### config.mk
export PLATFORM = sky130hd
export DESIGN_NAME = pob_output_config_bank
export DESIGN_NICKNAME = d
export VERILOG_FILES = /design/src/logic/pob_pkg.sv /design/src/logic/pob_output_config_bank.sv
export SDC_FILE = /design/constraint.sdc
export NUM_CORES = 2
export LEC_CHECK = 0
export BUFFER_PORTS_ARGS = -buffer_cell sky130_fd_sc_hd__buf_2
export CORE_MARGIN = 8
export CORE_UTILIZATION = 40
export CTS_CLUSTER_DIAMETER = 50
export DETAILED_ROUTE_END_ITERATION = 8
export GPL_ROUTABILITY_DRIVEN = 0
export PLACE_DENSITY = 0.65
export SYNTH_ARGS = -nofsm -noshare
export SYNTH_HDL_FRONTEND = slang
export SYNTH_SLANG_ARGS = --single-unit
### constraint.sdc
create_clock -name clk_i -period 22.6 [get_ports clk_i]
set_clock_uncertainty 0.05 [all_clocks]
set_input_delay 3.39 -clock clk_i [delete_from_list [all_inputs] [get_ports clk_i]]
set_output_delay 3.39 -clock clk_i [all_outputs]
set_load 0.01 [all_outputs]
### src/logic/pob_pkg.sv
package pob_pkg;

    // ==========================================================
    // widths and command codes
    localparam int NUM_WORDS = 17;
    typedef logic [7:0]  pob_code_t;
    typedef logic [15:0] pob_word_t;
    typedef logic [4:0]  pob_idx_t;

    localparam pob_code_t CMD_OUTPUT_SETPOINT         = 8'h21;
    localparam pob_code_t CMD_OUTPUT_TRIM             = 8'h22;
    localparam pob_code_t CMD_OUTPUT_CALIBRATION      = 8'h23;
    localparam pob_code_t CMD_OUTPUT_UPPER_BOUND      = 8'h24;
    localparam pob_code_t CMD_MARGIN_UP_TARGET        = 8'h25;
    localparam pob_code_t CMD_MARGIN_DOWN_TARGET      = 8'h26;
    localparam pob_code_t CMD_OUTPUT_SLEW_RATE        = 8'h27;
    localparam pob_code_t CMD_LOAD_LINE_SLOPE         = 8'h28;
    localparam pob_code_t CMD_SENSE_LOOP_GAIN         = 8'h29;
    localparam pob_code_t CMD_MONITOR_DIVIDER_SCALE   = 8'h2a;
    localparam pob_code_t CMD_DUTY_CYCLE_LIMIT        = 8'h32;
    localparam pob_code_t CMD_SWITCHING_RATE          = 8'h33;
    localparam pob_code_t CMD_INPUT_START_THRESHOLD   = 8'h35;
    localparam pob_code_t CMD_INPUT_STOP_THRESHOLD    = 8'h36;
    localparam pob_code_t CMD_PHASE_SPREAD_CONFIG     = 8'h37;
    localparam pob_code_t CMD_CURRENT_READING_OFFSET  = 8'h39;
    localparam pob_code_t CMD_OVERVOLTAGE_THRESHOLD   = 8'h40;
    localparam pob_code_t CMD_OVERVOLTAGE_REACTION    = 8'h41;

    // ==========================================================
    // storage indices
    localparam pob_idx_t IDX_SETPOINT  = 5'h00;
    localparam pob_idx_t IDX_TRIM      = 5'h01;
    localparam pob_idx_t IDX_CAL       = 5'h02;
    localparam pob_idx_t IDX_UPPER     = 5'h03;
    localparam pob_idx_t IDX_MARGIN_UP = 5'h04;
    localparam pob_idx_t IDX_MARGIN_DN = 5'h05;
    localparam pob_idx_t IDX_SLEW      = 5'h06;
    localparam pob_idx_t IDX_DROOP     = 5'h07;
    localparam pob_idx_t IDX_LOOP_GAIN = 5'h08;
    localparam pob_idx_t IDX_MON_SCALE = 5'h09;
    localparam pob_idx_t IDX_DUTY      = 5'h0a;
    localparam pob_idx_t IDX_FSW       = 5'h0b;
    localparam pob_idx_t IDX_VIN_START = 5'h0c;
    localparam pob_idx_t IDX_VIN_STOP  = 5'h0d;
    localparam pob_idx_t IDX_PHASE     = 5'h0e;
    localparam pob_idx_t IDX_IOUT_OFS  = 5'h0f;
    localparam pob_idx_t IDX_OV_LIMIT  = 5'h10;

    // ==========================================================
    // field positions
    localparam int PHASE_FIELD_W   = 4;
    localparam int PHASE_GROUP_LSB = 8;
    localparam int PHASE_COUNT_LSB = 4;
    localparam int PHASE_POS_LSB   = 0;
    localparam pob_word_t PHASE_MASK = 16'h0fff;
    localparam int FMT_SEL_LSB     = 5;
    localparam logic [2:0] FMT_LINEAR = 3'h0;
    localparam logic [7:0] OUT_FORMAT = 8'h17;

    // ==========================================================
    // values after reset
    localparam pob_word_t RST_WORDS [NUM_WORDS] = '{
        16'h0000, 16'h0000, 16'h0000, 16'hffff, 16'h0000, 16'h0000,
        16'h0000, 16'h0000, 16'h0000, 16'h0000, 16'h0000, 16'h0000,
        16'h0000, 16'h0000, 16'h0000, 16'h0000, 16'hffff};
    localparam logic [7:0] RST_REACTION = 8'h00;
    localparam int BOUND_NUM = 110;
    localparam int BOUND_DEN = 100;

    // ==========================================================
    // timing
    localparam int CLK_PERIOD_NS = 10;
    localparam int SLEW_TICK_NS  = 1000000;
    localparam int SLEW_TICK_CYC = SLEW_TICK_NS / CLK_PERIOD_NS;
    localparam logic [1:0] STRAP_SETTLE = 2'h2;

    // ==========================================================
    // carriers
    typedef enum logic [1:0] {
        MARGIN_NONE = 2'b00,
        MARGIN_UP   = 2'b01,
        MARGIN_DOWN = 2'b10
    } pob_margin_e;

    typedef struct packed {
        logic      valid;
        pob_code_t code;
        logic      write;
        logic      word;
        pob_word_t data;
    } pob_cmd_s;

    typedef struct packed {
        logic      valid;
        logic      err;
        pob_word_t data;
    } pob_rsp_s;

    typedef struct packed {
        logic      hit;
        pob_idx_t  idx;
        logic      is_byte;
        logic      read_only;
    } pob_dec_s;

endpackage

### src/logic/pob_output_config_bank.sv
`timescale 1ns/1ns

// What this block does
// - code 21h is a 16-bit read/write unsigned nominal output setpoint.
// - code 22h holds signed trim, same exponent, added while trim enabled.
// - code 23h holds signed calibration, applied in linear output format.
// - code 24h caps setpoint; writes above 110% of strap value are clamped to it.
// - code 25h holds the output target used while margining high.
// - code 26h holds the output target used while margining low.
// - code 27h sets slew rate of output reference changes per millisecond.
// - code 28h holds the droop load-line slope.
// - code 29h holds the sense converter loop gain, direct format.
// - code 2Ah holds the monitor divider scale factor, direct format.
// - code 32h holds the maximum duty-cycle limit in percent.
// - code 33h holds the switching frequency in 1 kHz steps.
// - code 35h is input level at which conversion starts.
// - code 36h is input level at which running conversion stops.
// - code 37h packs group 11:8, unit count 7:4, position 3:0.
// - code 39h is word read only; offset added to current readings.
// - code 40h holds the unsigned output over-voltage fault threshold.
// - code 41h is a read/write byte choosing over-voltage reaction.
// - format bits 7:5 select number format; 4:0 signed exponent.
module pob_output_config_bank
    import pob_pkg::*;
#(
    parameter int TICK_CYC = SLEW_TICK_CYC
) (
    // clock and reset
    input  wire logic      clk_i,
    input  wire logic      rst_n_i,
    // command port from the bus engine
    input  wire pob_cmd_s  cmd_i,
    output pob_rsp_s       rsp_o,
    // converter side inputs
    input  wire pob_word_t strap_vout_i,
    input  wire logic      trim_en_i,
    input  wire logic [1:0] margin_i,
    input  wire pob_word_t vin_i,
    input  wire pob_word_t vout_meas_i,
    input  wire pob_word_t iout_raw_i,
    // converter side outputs
    output pob_word_t      vout_ref_o,
    output pob_word_t      iout_corr_o,
    output logic           conv_run_o,
    output logic           ov_fault_o,
    output logic [7:0]     ov_reaction_o,
    output pob_word_t      droop_o,
    output pob_word_t      loop_gain_o,
    output pob_word_t      mon_scale_o,
    output pob_word_t      duty_limit_o,
    output pob_word_t      fsw_o,
    output logic [3:0]     phase_group_o,
    output logic [3:0]     phase_count_o,
    output logic [3:0]     phase_pos_o
);

    // ==========================================================
    // command decode
    function automatic pob_dec_s decode(input pob_code_t code);
        pob_dec_s r;
        r = '{hit: 1'b1, idx: IDX_SETPOINT, is_byte: 1'b0,
              read_only: 1'b0};
        case (code)
            CMD_OUTPUT_SETPOINT:        r.idx = IDX_SETPOINT;
            CMD_OUTPUT_TRIM:            r.idx = IDX_TRIM;
            CMD_OUTPUT_CALIBRATION:     r.idx = IDX_CAL;
            CMD_OUTPUT_UPPER_BOUND:     r.idx = IDX_UPPER;
            CMD_MARGIN_UP_TARGET:       r.idx = IDX_MARGIN_UP;
            CMD_MARGIN_DOWN_TARGET:     r.idx = IDX_MARGIN_DN;
            CMD_OUTPUT_SLEW_RATE:       r.idx = IDX_SLEW;
            CMD_LOAD_LINE_SLOPE:        r.idx = IDX_DROOP;
            CMD_SENSE_LOOP_GAIN:        r.idx = IDX_LOOP_GAIN;
            CMD_MONITOR_DIVIDER_SCALE:  r.idx = IDX_MON_SCALE;
            CMD_DUTY_CYCLE_LIMIT:       r.idx = IDX_DUTY;
            CMD_SWITCHING_RATE:         r.idx = IDX_FSW;
            CMD_INPUT_START_THRESHOLD:  r.idx = IDX_VIN_START;
            CMD_INPUT_STOP_THRESHOLD:   r.idx = IDX_VIN_STOP;
            CMD_PHASE_SPREAD_CONFIG:    r.idx = IDX_PHASE;
            CMD_CURRENT_READING_OFFSET: begin
                r.idx       = IDX_IOUT_OFS;
                r.read_only = 1'b1;
            end
            CMD_OVERVOLTAGE_THRESHOLD:  r.idx = IDX_OV_LIMIT;
            CMD_OVERVOLTAGE_REACTION:   r.is_byte = 1'b1;
            default:                    r.hit = 1'b0;
        endcase
        return r;
    endfunction

    // ==========================================================
    // state
    typedef struct packed {
        pob_word_t [NUM_WORDS-1:0] words;
        logic [7:0]  reaction;
        pob_word_t   strap_s1;
        pob_word_t   strap_s2;
        pob_word_t   strap;
        logic [1:0]  strap_cnt;
        logic        strap_ok;
        logic [31:0] tick_cnt;
        logic        tick;
        pob_word_t   vref;
        pob_word_t   iout_corr;
        logic        run;
        logic        ov;
        pob_rsp_s    rsp;
    } pob_state_s;

    pob_state_s q, d;
    pob_dec_s   dec;
    pob_word_t  bound;
    pob_word_t  base;
    pob_word_t  target;
    pob_word_t  step;
    logic [31:0] bound_wide;
    logic [17:0] sum;

    // ==========================================================
    // datapath helpers
    always_comb begin
        bound_wide = (32'(q.strap) * 32'(BOUND_NUM)) / 32'(BOUND_DEN);
        if (bound_wide > 32'h0000ffff) begin
            bound = 16'hffff;
        end else begin
            bound = bound_wide[15:0];
        end
        dec = decode(cmd_i.code);
        case (margin_i)
            MARGIN_UP:   base = q.words[IDX_MARGIN_UP];
            MARGIN_DOWN: base = q.words[IDX_MARGIN_DN];
            default:     base = q.words[IDX_SETPOINT];
        endcase
        sum = {2'b00, base};
        if (trim_en_i) begin
            sum = sum + {{2{q.words[IDX_TRIM][15]}},
                         q.words[IDX_TRIM]};
        end
        if (OUT_FORMAT[7:FMT_SEL_LSB] == FMT_LINEAR) begin
            sum = sum + {{2{q.words[IDX_CAL][15]}},
                         q.words[IDX_CAL]};
        end
        if (sum[17]) begin
            target = 16'h0000;
        end else if (sum[16] || sum[15:0] > q.words[IDX_UPPER]) begin
            target = q.words[IDX_UPPER];
        end else begin
            target = sum[15:0];
        end
        step = q.words[IDX_SLEW];
    end

    // ==========================================================
    // next state
    always_comb begin
        d = q;
        d.rsp.valid = 1'b0;
        d.rsp.err   = 1'b0;

        // strap capture after release of reset
        d.strap_s1 = strap_vout_i;
        d.strap_s2 = q.strap_s1;
        if (!q.strap_ok) begin
            if (q.strap_cnt == STRAP_SETTLE) begin
                d.strap    = q.strap_s2;
                d.strap_ok = 1'b1;
            end else begin
                d.strap_cnt = q.strap_cnt + 2'h1;
            end
        end

        // millisecond tick for the slew limiter
        d.tick = 1'b0;
        if (q.tick_cnt == 32'(TICK_CYC - 1)) begin
            d.tick_cnt = 32'h0;
            d.tick     = 1'b1;
        end else begin
            d.tick_cnt = q.tick_cnt + 32'h1;
        end

        // command handling
        if (cmd_i.valid) begin
            d.rsp.valid = 1'b1;
            if (!dec.hit || dec.is_byte == cmd_i.word) begin
                d.rsp.err = 1'b1;
            end else if (cmd_i.write) begin
                if (dec.read_only) begin
                    d.rsp.err = 1'b1;
                end else if (dec.is_byte) begin
                    d.reaction = cmd_i.data[7:0];
                end else if (dec.idx == IDX_UPPER) begin
                    if (cmd_i.data > bound) begin
                        d.words[IDX_UPPER] = bound;
                    end else begin
                        d.words[IDX_UPPER] = cmd_i.data;
                    end
                end else if (dec.idx == IDX_PHASE) begin
                    d.words[IDX_PHASE] = cmd_i.data & PHASE_MASK;
                end else begin
                    d.words[dec.idx] = cmd_i.data;
                end
            end else if (dec.is_byte) begin
                d.rsp.data = {8'h00, q.reaction};
            end else begin
                d.rsp.data = q.words[dec.idx];
            end
        end

        // output reference slews toward the target
        if (step == 16'h0000) begin
            d.vref = target;
        end else if (q.tick) begin
            if (target > q.vref) begin
                if (target - q.vref > step) begin
                    d.vref = q.vref + step;
                end else begin
                    d.vref = target;
                end
            end else if (q.vref > target) begin
                if (q.vref - target > step) begin
                    d.vref = q.vref - step;
                end else begin
                    d.vref = target;
                end
            end
        end

        // input on/off hysteresis
        if (!q.run && vin_i >= q.words[IDX_VIN_START]) begin
            d.run = 1'b1;
        end else if (q.run && vin_i <= q.words[IDX_VIN_STOP]) begin
            d.run = 1'b0;
        end

        // over-voltage compare and current correction
        d.ov = vout_meas_i > q.words[IDX_OV_LIMIT];
        d.iout_corr = iout_raw_i + q.words[IDX_IOUT_OFS];
    end

    // ==========================================================
    // registers
    always_ff @(posedge clk_i) begin
        if (!rst_n_i) begin
            for (int i = 0; i < NUM_WORDS; i++) begin
                q.words[i] <= RST_WORDS[i];
            end
            q.reaction  <= RST_REACTION;
            q.strap_s1  <= '0;
            q.strap_s2  <= '0;
            q.strap     <= '0;
            q.strap_cnt <= '0;
            q.strap_ok  <= 1'b0;
            q.tick_cnt  <= '0;
            q.tick      <= 1'b0;
            q.vref      <= '0;
            q.iout_corr <= '0;
            q.run       <= 1'b0;
            q.ov        <= 1'b0;
            q.rsp       <= '0;
        end else begin
            q <= d;
        end
    end

    // ==========================================================
    // outputs
    assign rsp_o         = q.rsp;
    assign vout_ref_o    = q.vref;
    assign iout_corr_o   = q.iout_corr;
    assign conv_run_o    = q.run;
    assign ov_fault_o    = q.ov;
    assign ov_reaction_o = q.reaction;
    assign droop_o       = q.words[IDX_DROOP];
    assign loop_gain_o   = q.words[IDX_LOOP_GAIN];
    assign mon_scale_o   = q.words[IDX_MON_SCALE];
    assign duty_limit_o  = q.words[IDX_DUTY];
    assign fsw_o         = q.words[IDX_FSW];
    assign phase_group_o =
        q.words[IDX_PHASE][PHASE_GROUP_LSB +: PHASE_FIELD_W];
    assign phase_count_o =
        q.words[IDX_PHASE][PHASE_COUNT_LSB +: PHASE_FIELD_W];
    assign phase_pos_o   =
        q.words[IDX_PHASE][PHASE_POS_LSB +: PHASE_FIELD_W];

endmodule

==> impl_metrics.ini <==
[worst_setup_path]
critical_path_start_type = flop
path_max_fanout = 17
worst_ep_required_time_ps = 23140
worst_r2r_path_depth = 80
worst_ep_arrival_time_ps = 22160
setup.reg_to_reg.worst_slack_ps = 980
critical_path.endpoint_type = flop
regToRegStartpoint = q[95]$_SDFFE_PN0P_
reg2reg_to = q[202]$_SDFFE_PN1P_
slowest_delay_ps = 550
slowest_cp_cell = sky130_fd_sc_hd__or4_4
path_class = flop to flop

[routing]
drtAntennaViolNets = 0
drt_iter0_drc = 4463
routed_wl_um = 143000
drt-vias-per-instance = 6.03
via_count = 40000
first_pass_iters = 9
routed_wire_length_per_instance_um = 21.6
remaining_drc_errors = 1

[global_routing]
globalRouteOverflowTotal = 0
grt_antenna_before_repair = 20
global_route_wire_length_before_repair_um = 221000
groute.usage.overall = 0.246
largest_net_degree_at_the_start_of_global_routing = 116
vias_in_the_first_global_route = 38000

[clock_tree]
ctsHoldBuffers = 0
tritoncts = yes
clock-sinks = 416
clock_tree.root_cell = sky130_fd_sc_hd__clkbuf_16
clkTransAtPathRegs_ps = 60
cts_buffers = 60
cts-htree-levels = 2
cts_max_path_buffers = 3
clkLatencyLatePin_ps = 680

[yosys]
post-synth-top-count-cell = sky130_fd_sc_hd__nand2_1
synth_xor_area_frac = 0.0505
asyncSetResetFlopFracSynth = 0
synthesis.area_mm2 = 0.0398
synth_fp_nets = 5696
ys_top_cells_by_area = sky130_fd_sc_hd__dfxtp_1, sky130_fd_sc_hd__ha_1, sky130_fd_sc_hd__nand2_1
mux_share_of_post_synthesis_cell_area = 0.0385
yosysTopAreaCell = sky130_fd_sc_hd__dfxtp_1
synth-seq-cells = 416
yosys_most_used_dff = sky130_fd_sc_hd__dfxtp_1
synth_top_area_share = 0.209
synth_adder_area_share = 0.109
simple_gate_portion_of_the_synthesized_area = 0.244
yosysWarnings = 0
synth-compound-area-share = 0.266
avgSynthCellArea_um2 = 7.54
syn_inst = 5281
synth_edf_count = 0
sequential_element_share_of_the_synthesized_area = 0.209
synthDistinctLibCells = 144
synth_top_cells_by_count = sky130_fd_sc_hd__nand2_1, sky130_fd_sc_hd__dfxtp_1, sky130_fd_sc_hd__nor2_1
synth_top_family_by_area = compound AO/OA/AOI/OAI gates

[placed_design]
port_buffers = 247
hpwl_detailed_um = 107000

[worst_hold_path]
hold_class = flop to flop
min_delay_worst_endpoint = q[88]$_SDFFE_PN0P_
hold_path.startpoint = q[104]$_SDFF_PN0_
hold-path-cell-count = 2

[sta]
worstMarginPinSlew_ps = 1280
setup-tns-final_ps = 0
slew_headroom = 0.139
timing.final.setup_violations = 0
min_period_over_period = 0.957
highest_achievable_clock_rate_mhz = 46.3
slew_viol_final = 0
final_period_minus_worst_setup_slack_ps = 21620
timing_hold_violations_final = 0

[floorplan]
initial_core_utilization = 0.404
area_of_the_core_region_mm2 = 0.0986
dieWidth_um = 332
row_count = 115
boundaryPins = 248
die_area_mm2 = 0.110
die_y_um = 332

[finish]
fill_cells = 9809
flow.area_growth_from_synthesis_pct = 10.8
final_net_count = 5701
post_route_cells_drive_above_1_share = 0.144
fin_util = 0.448

[status]
run_status = finished, violations left
failing_checks = design-rule violations

[job]
cap_violations = 0
[cell usage in the layout, fill, tap and decap left out, types with 59 or more instances in the layout]
master	synthesis	final
sky130_fd_sc_hd__nand2_1	864	862
sky130_fd_sc_hd__dfxtp_1	416	405
sky130_fd_sc_hd__nor2_1	336	333
sky130_fd_sc_hd__a21oi_1	290	277
sky130_fd_sc_hd__ha_1	273	270
sky130_fd_sc_hd__inv_1	261	261
sky130_fd_sc_hd__buf_2	31	246
sky130_fd_sc_hd__a21boi_0	214	213
sky130_fd_sc_hd__o21ai_0	177	175
sky130_fd_sc_hd__buf_4	157	135
sky130_fd_sc_hd__xnor2_1	140	134
sky130_fd_sc_hd__nand3_1	131	129
sky130_fd_sc_hd__nor3_1	109	107
sky130_fd_sc_hd__nor2b_1	102	101
sky130_fd_sc_hd__and2_1	103	101
sky130_fd_sc_hd__xor2_1	86	83
sky130_fd_sc_hd__a21o_1	82	81
sky130_fd_sc_hd__mux2i_1	70	66
sky130_fd_sc_hd__o211ai_1	66	66
sky130_fd_sc_hd__o21bai_1	65	65
sky130_fd_sc_hd__nand4_1	63	63
sky130_fd_sc_hd__and3_1	63	61
sky130_fd_sc_hd__clkbuf_16	0	60
sky130_fd_sc_hd__a211oi_1	63	59
[worst max path at each step]
| stage | from | to | slack [ps] |
|---|---|---|---|
| 2_1_floorplan | q[99]$_SDFFE_PN0P_ | q[204]$_SDFFE_PN1P_ | 2900 |
| 3_3_place_gp | q[95]$_SDFFE_PN0P_ | q[195]$_SDFFE_PN1P_ | 470 |
| 3_5_place_dp | q[96]$_SDFFE_PN0P_ | q[193]$_SDFFE_PN1P_ | 20 |
| 4_1_cts | q[96]$_SDFFE_PN0P_ | q[202]$_SDFFE_PN1P_ | 290 |
| 6_report | q[95]$_SDFFE_PN0P_ | q[202]$_SDFFE_PN1P_ | 980 |
| 5_1_grt | q[95]$_SDFFE_PN0P_ | q[194]$_SDFFE_PN1P_ | -50 |
[sequential cells by signal, summed over array words and instances (netlist names)]
name	count
fsw_o	16
droop_o	16
ov_fault_o	1
phase_count_o	4
conv_run_o	1
phase_group_o	4
ov_reaction_o	8
mon_scale_o	16
vout_ref_o	16
loop_gain_o	16
q	232
d	16
phase_pos_o	4
step	16
duty_limit_o	16
iout_corr_o	16
rsp_o	18
[metrics by stage]
stage / hold slack (ps) / setup slack, ps / cell area (um^2) / instances
2_1_floorplan: 362 / 2900 / 39800 / 5281
4_1_cts: 383 / 295 / 43500 / 6605
5_1_grt: 408 / -45.4 / 44100 / 6628
3_5_place_dp: 369 / 22.9 / 41400 / 6494
6_report: 359 / 979 / 44100 / 6636
3_3_place_gp: 366 / 468 / 41400 / 6494
[critical path: cells and delay by family (launching register included)]
kind | cells | cell delay (ps)
buffers and inverters | 7 | 1240
muxes | 3 | 650
DFF | 1 | 420
AOI/OAI and AO/OA | 39 | 9560
and+or+nand+nor | 24 | 7160
xor gates and xnor gates | 2 | 340
adders and majority gates | 5 | 2090
[final cells by class]
cell class | count | area [um^2] | share of cell area
Clock inverter | 38 | 470 | 0.0107
Tap cell | 1287 | 1610 | 0.0365
Sequential cell | 416 | 8340 | 0.189
Timing Repair Buffer | 385 | 2300 | 0.0522
Inverter | 262 | 983 | 0.0223
Multi-Input combinational cell | 4161 | 28800 | 0.652
Antenna cell | 14 | 35.0 | 0.000794
Clock buffer | 73 | 1620 | 0.0367
[logic make-up after synthesis]
group / Yosys count
mux: 118
simple gates: 2029
xor+xnor: 228
compound gates: 1466
flops: 416
buf+inv: 705
fa+ha+maj: 319
[timing repair]
action,4_1_cts,5_1_grt
cloned,0,1
resized for setup,1,106
setup buffers,0,16
endpoints found under the setup margin,4,16
pin swaps,0,16
[per-layer routing]
layer	track usage	wire, um
met4	0.103	6750
met3	0.0724	15500
met1	0.313	58900
met2	0.385	62200
met5	0.000443	99
Power is not shown: default switching activity piles up to over one toggle a cycle in this logic, so the estimate is an artifact.
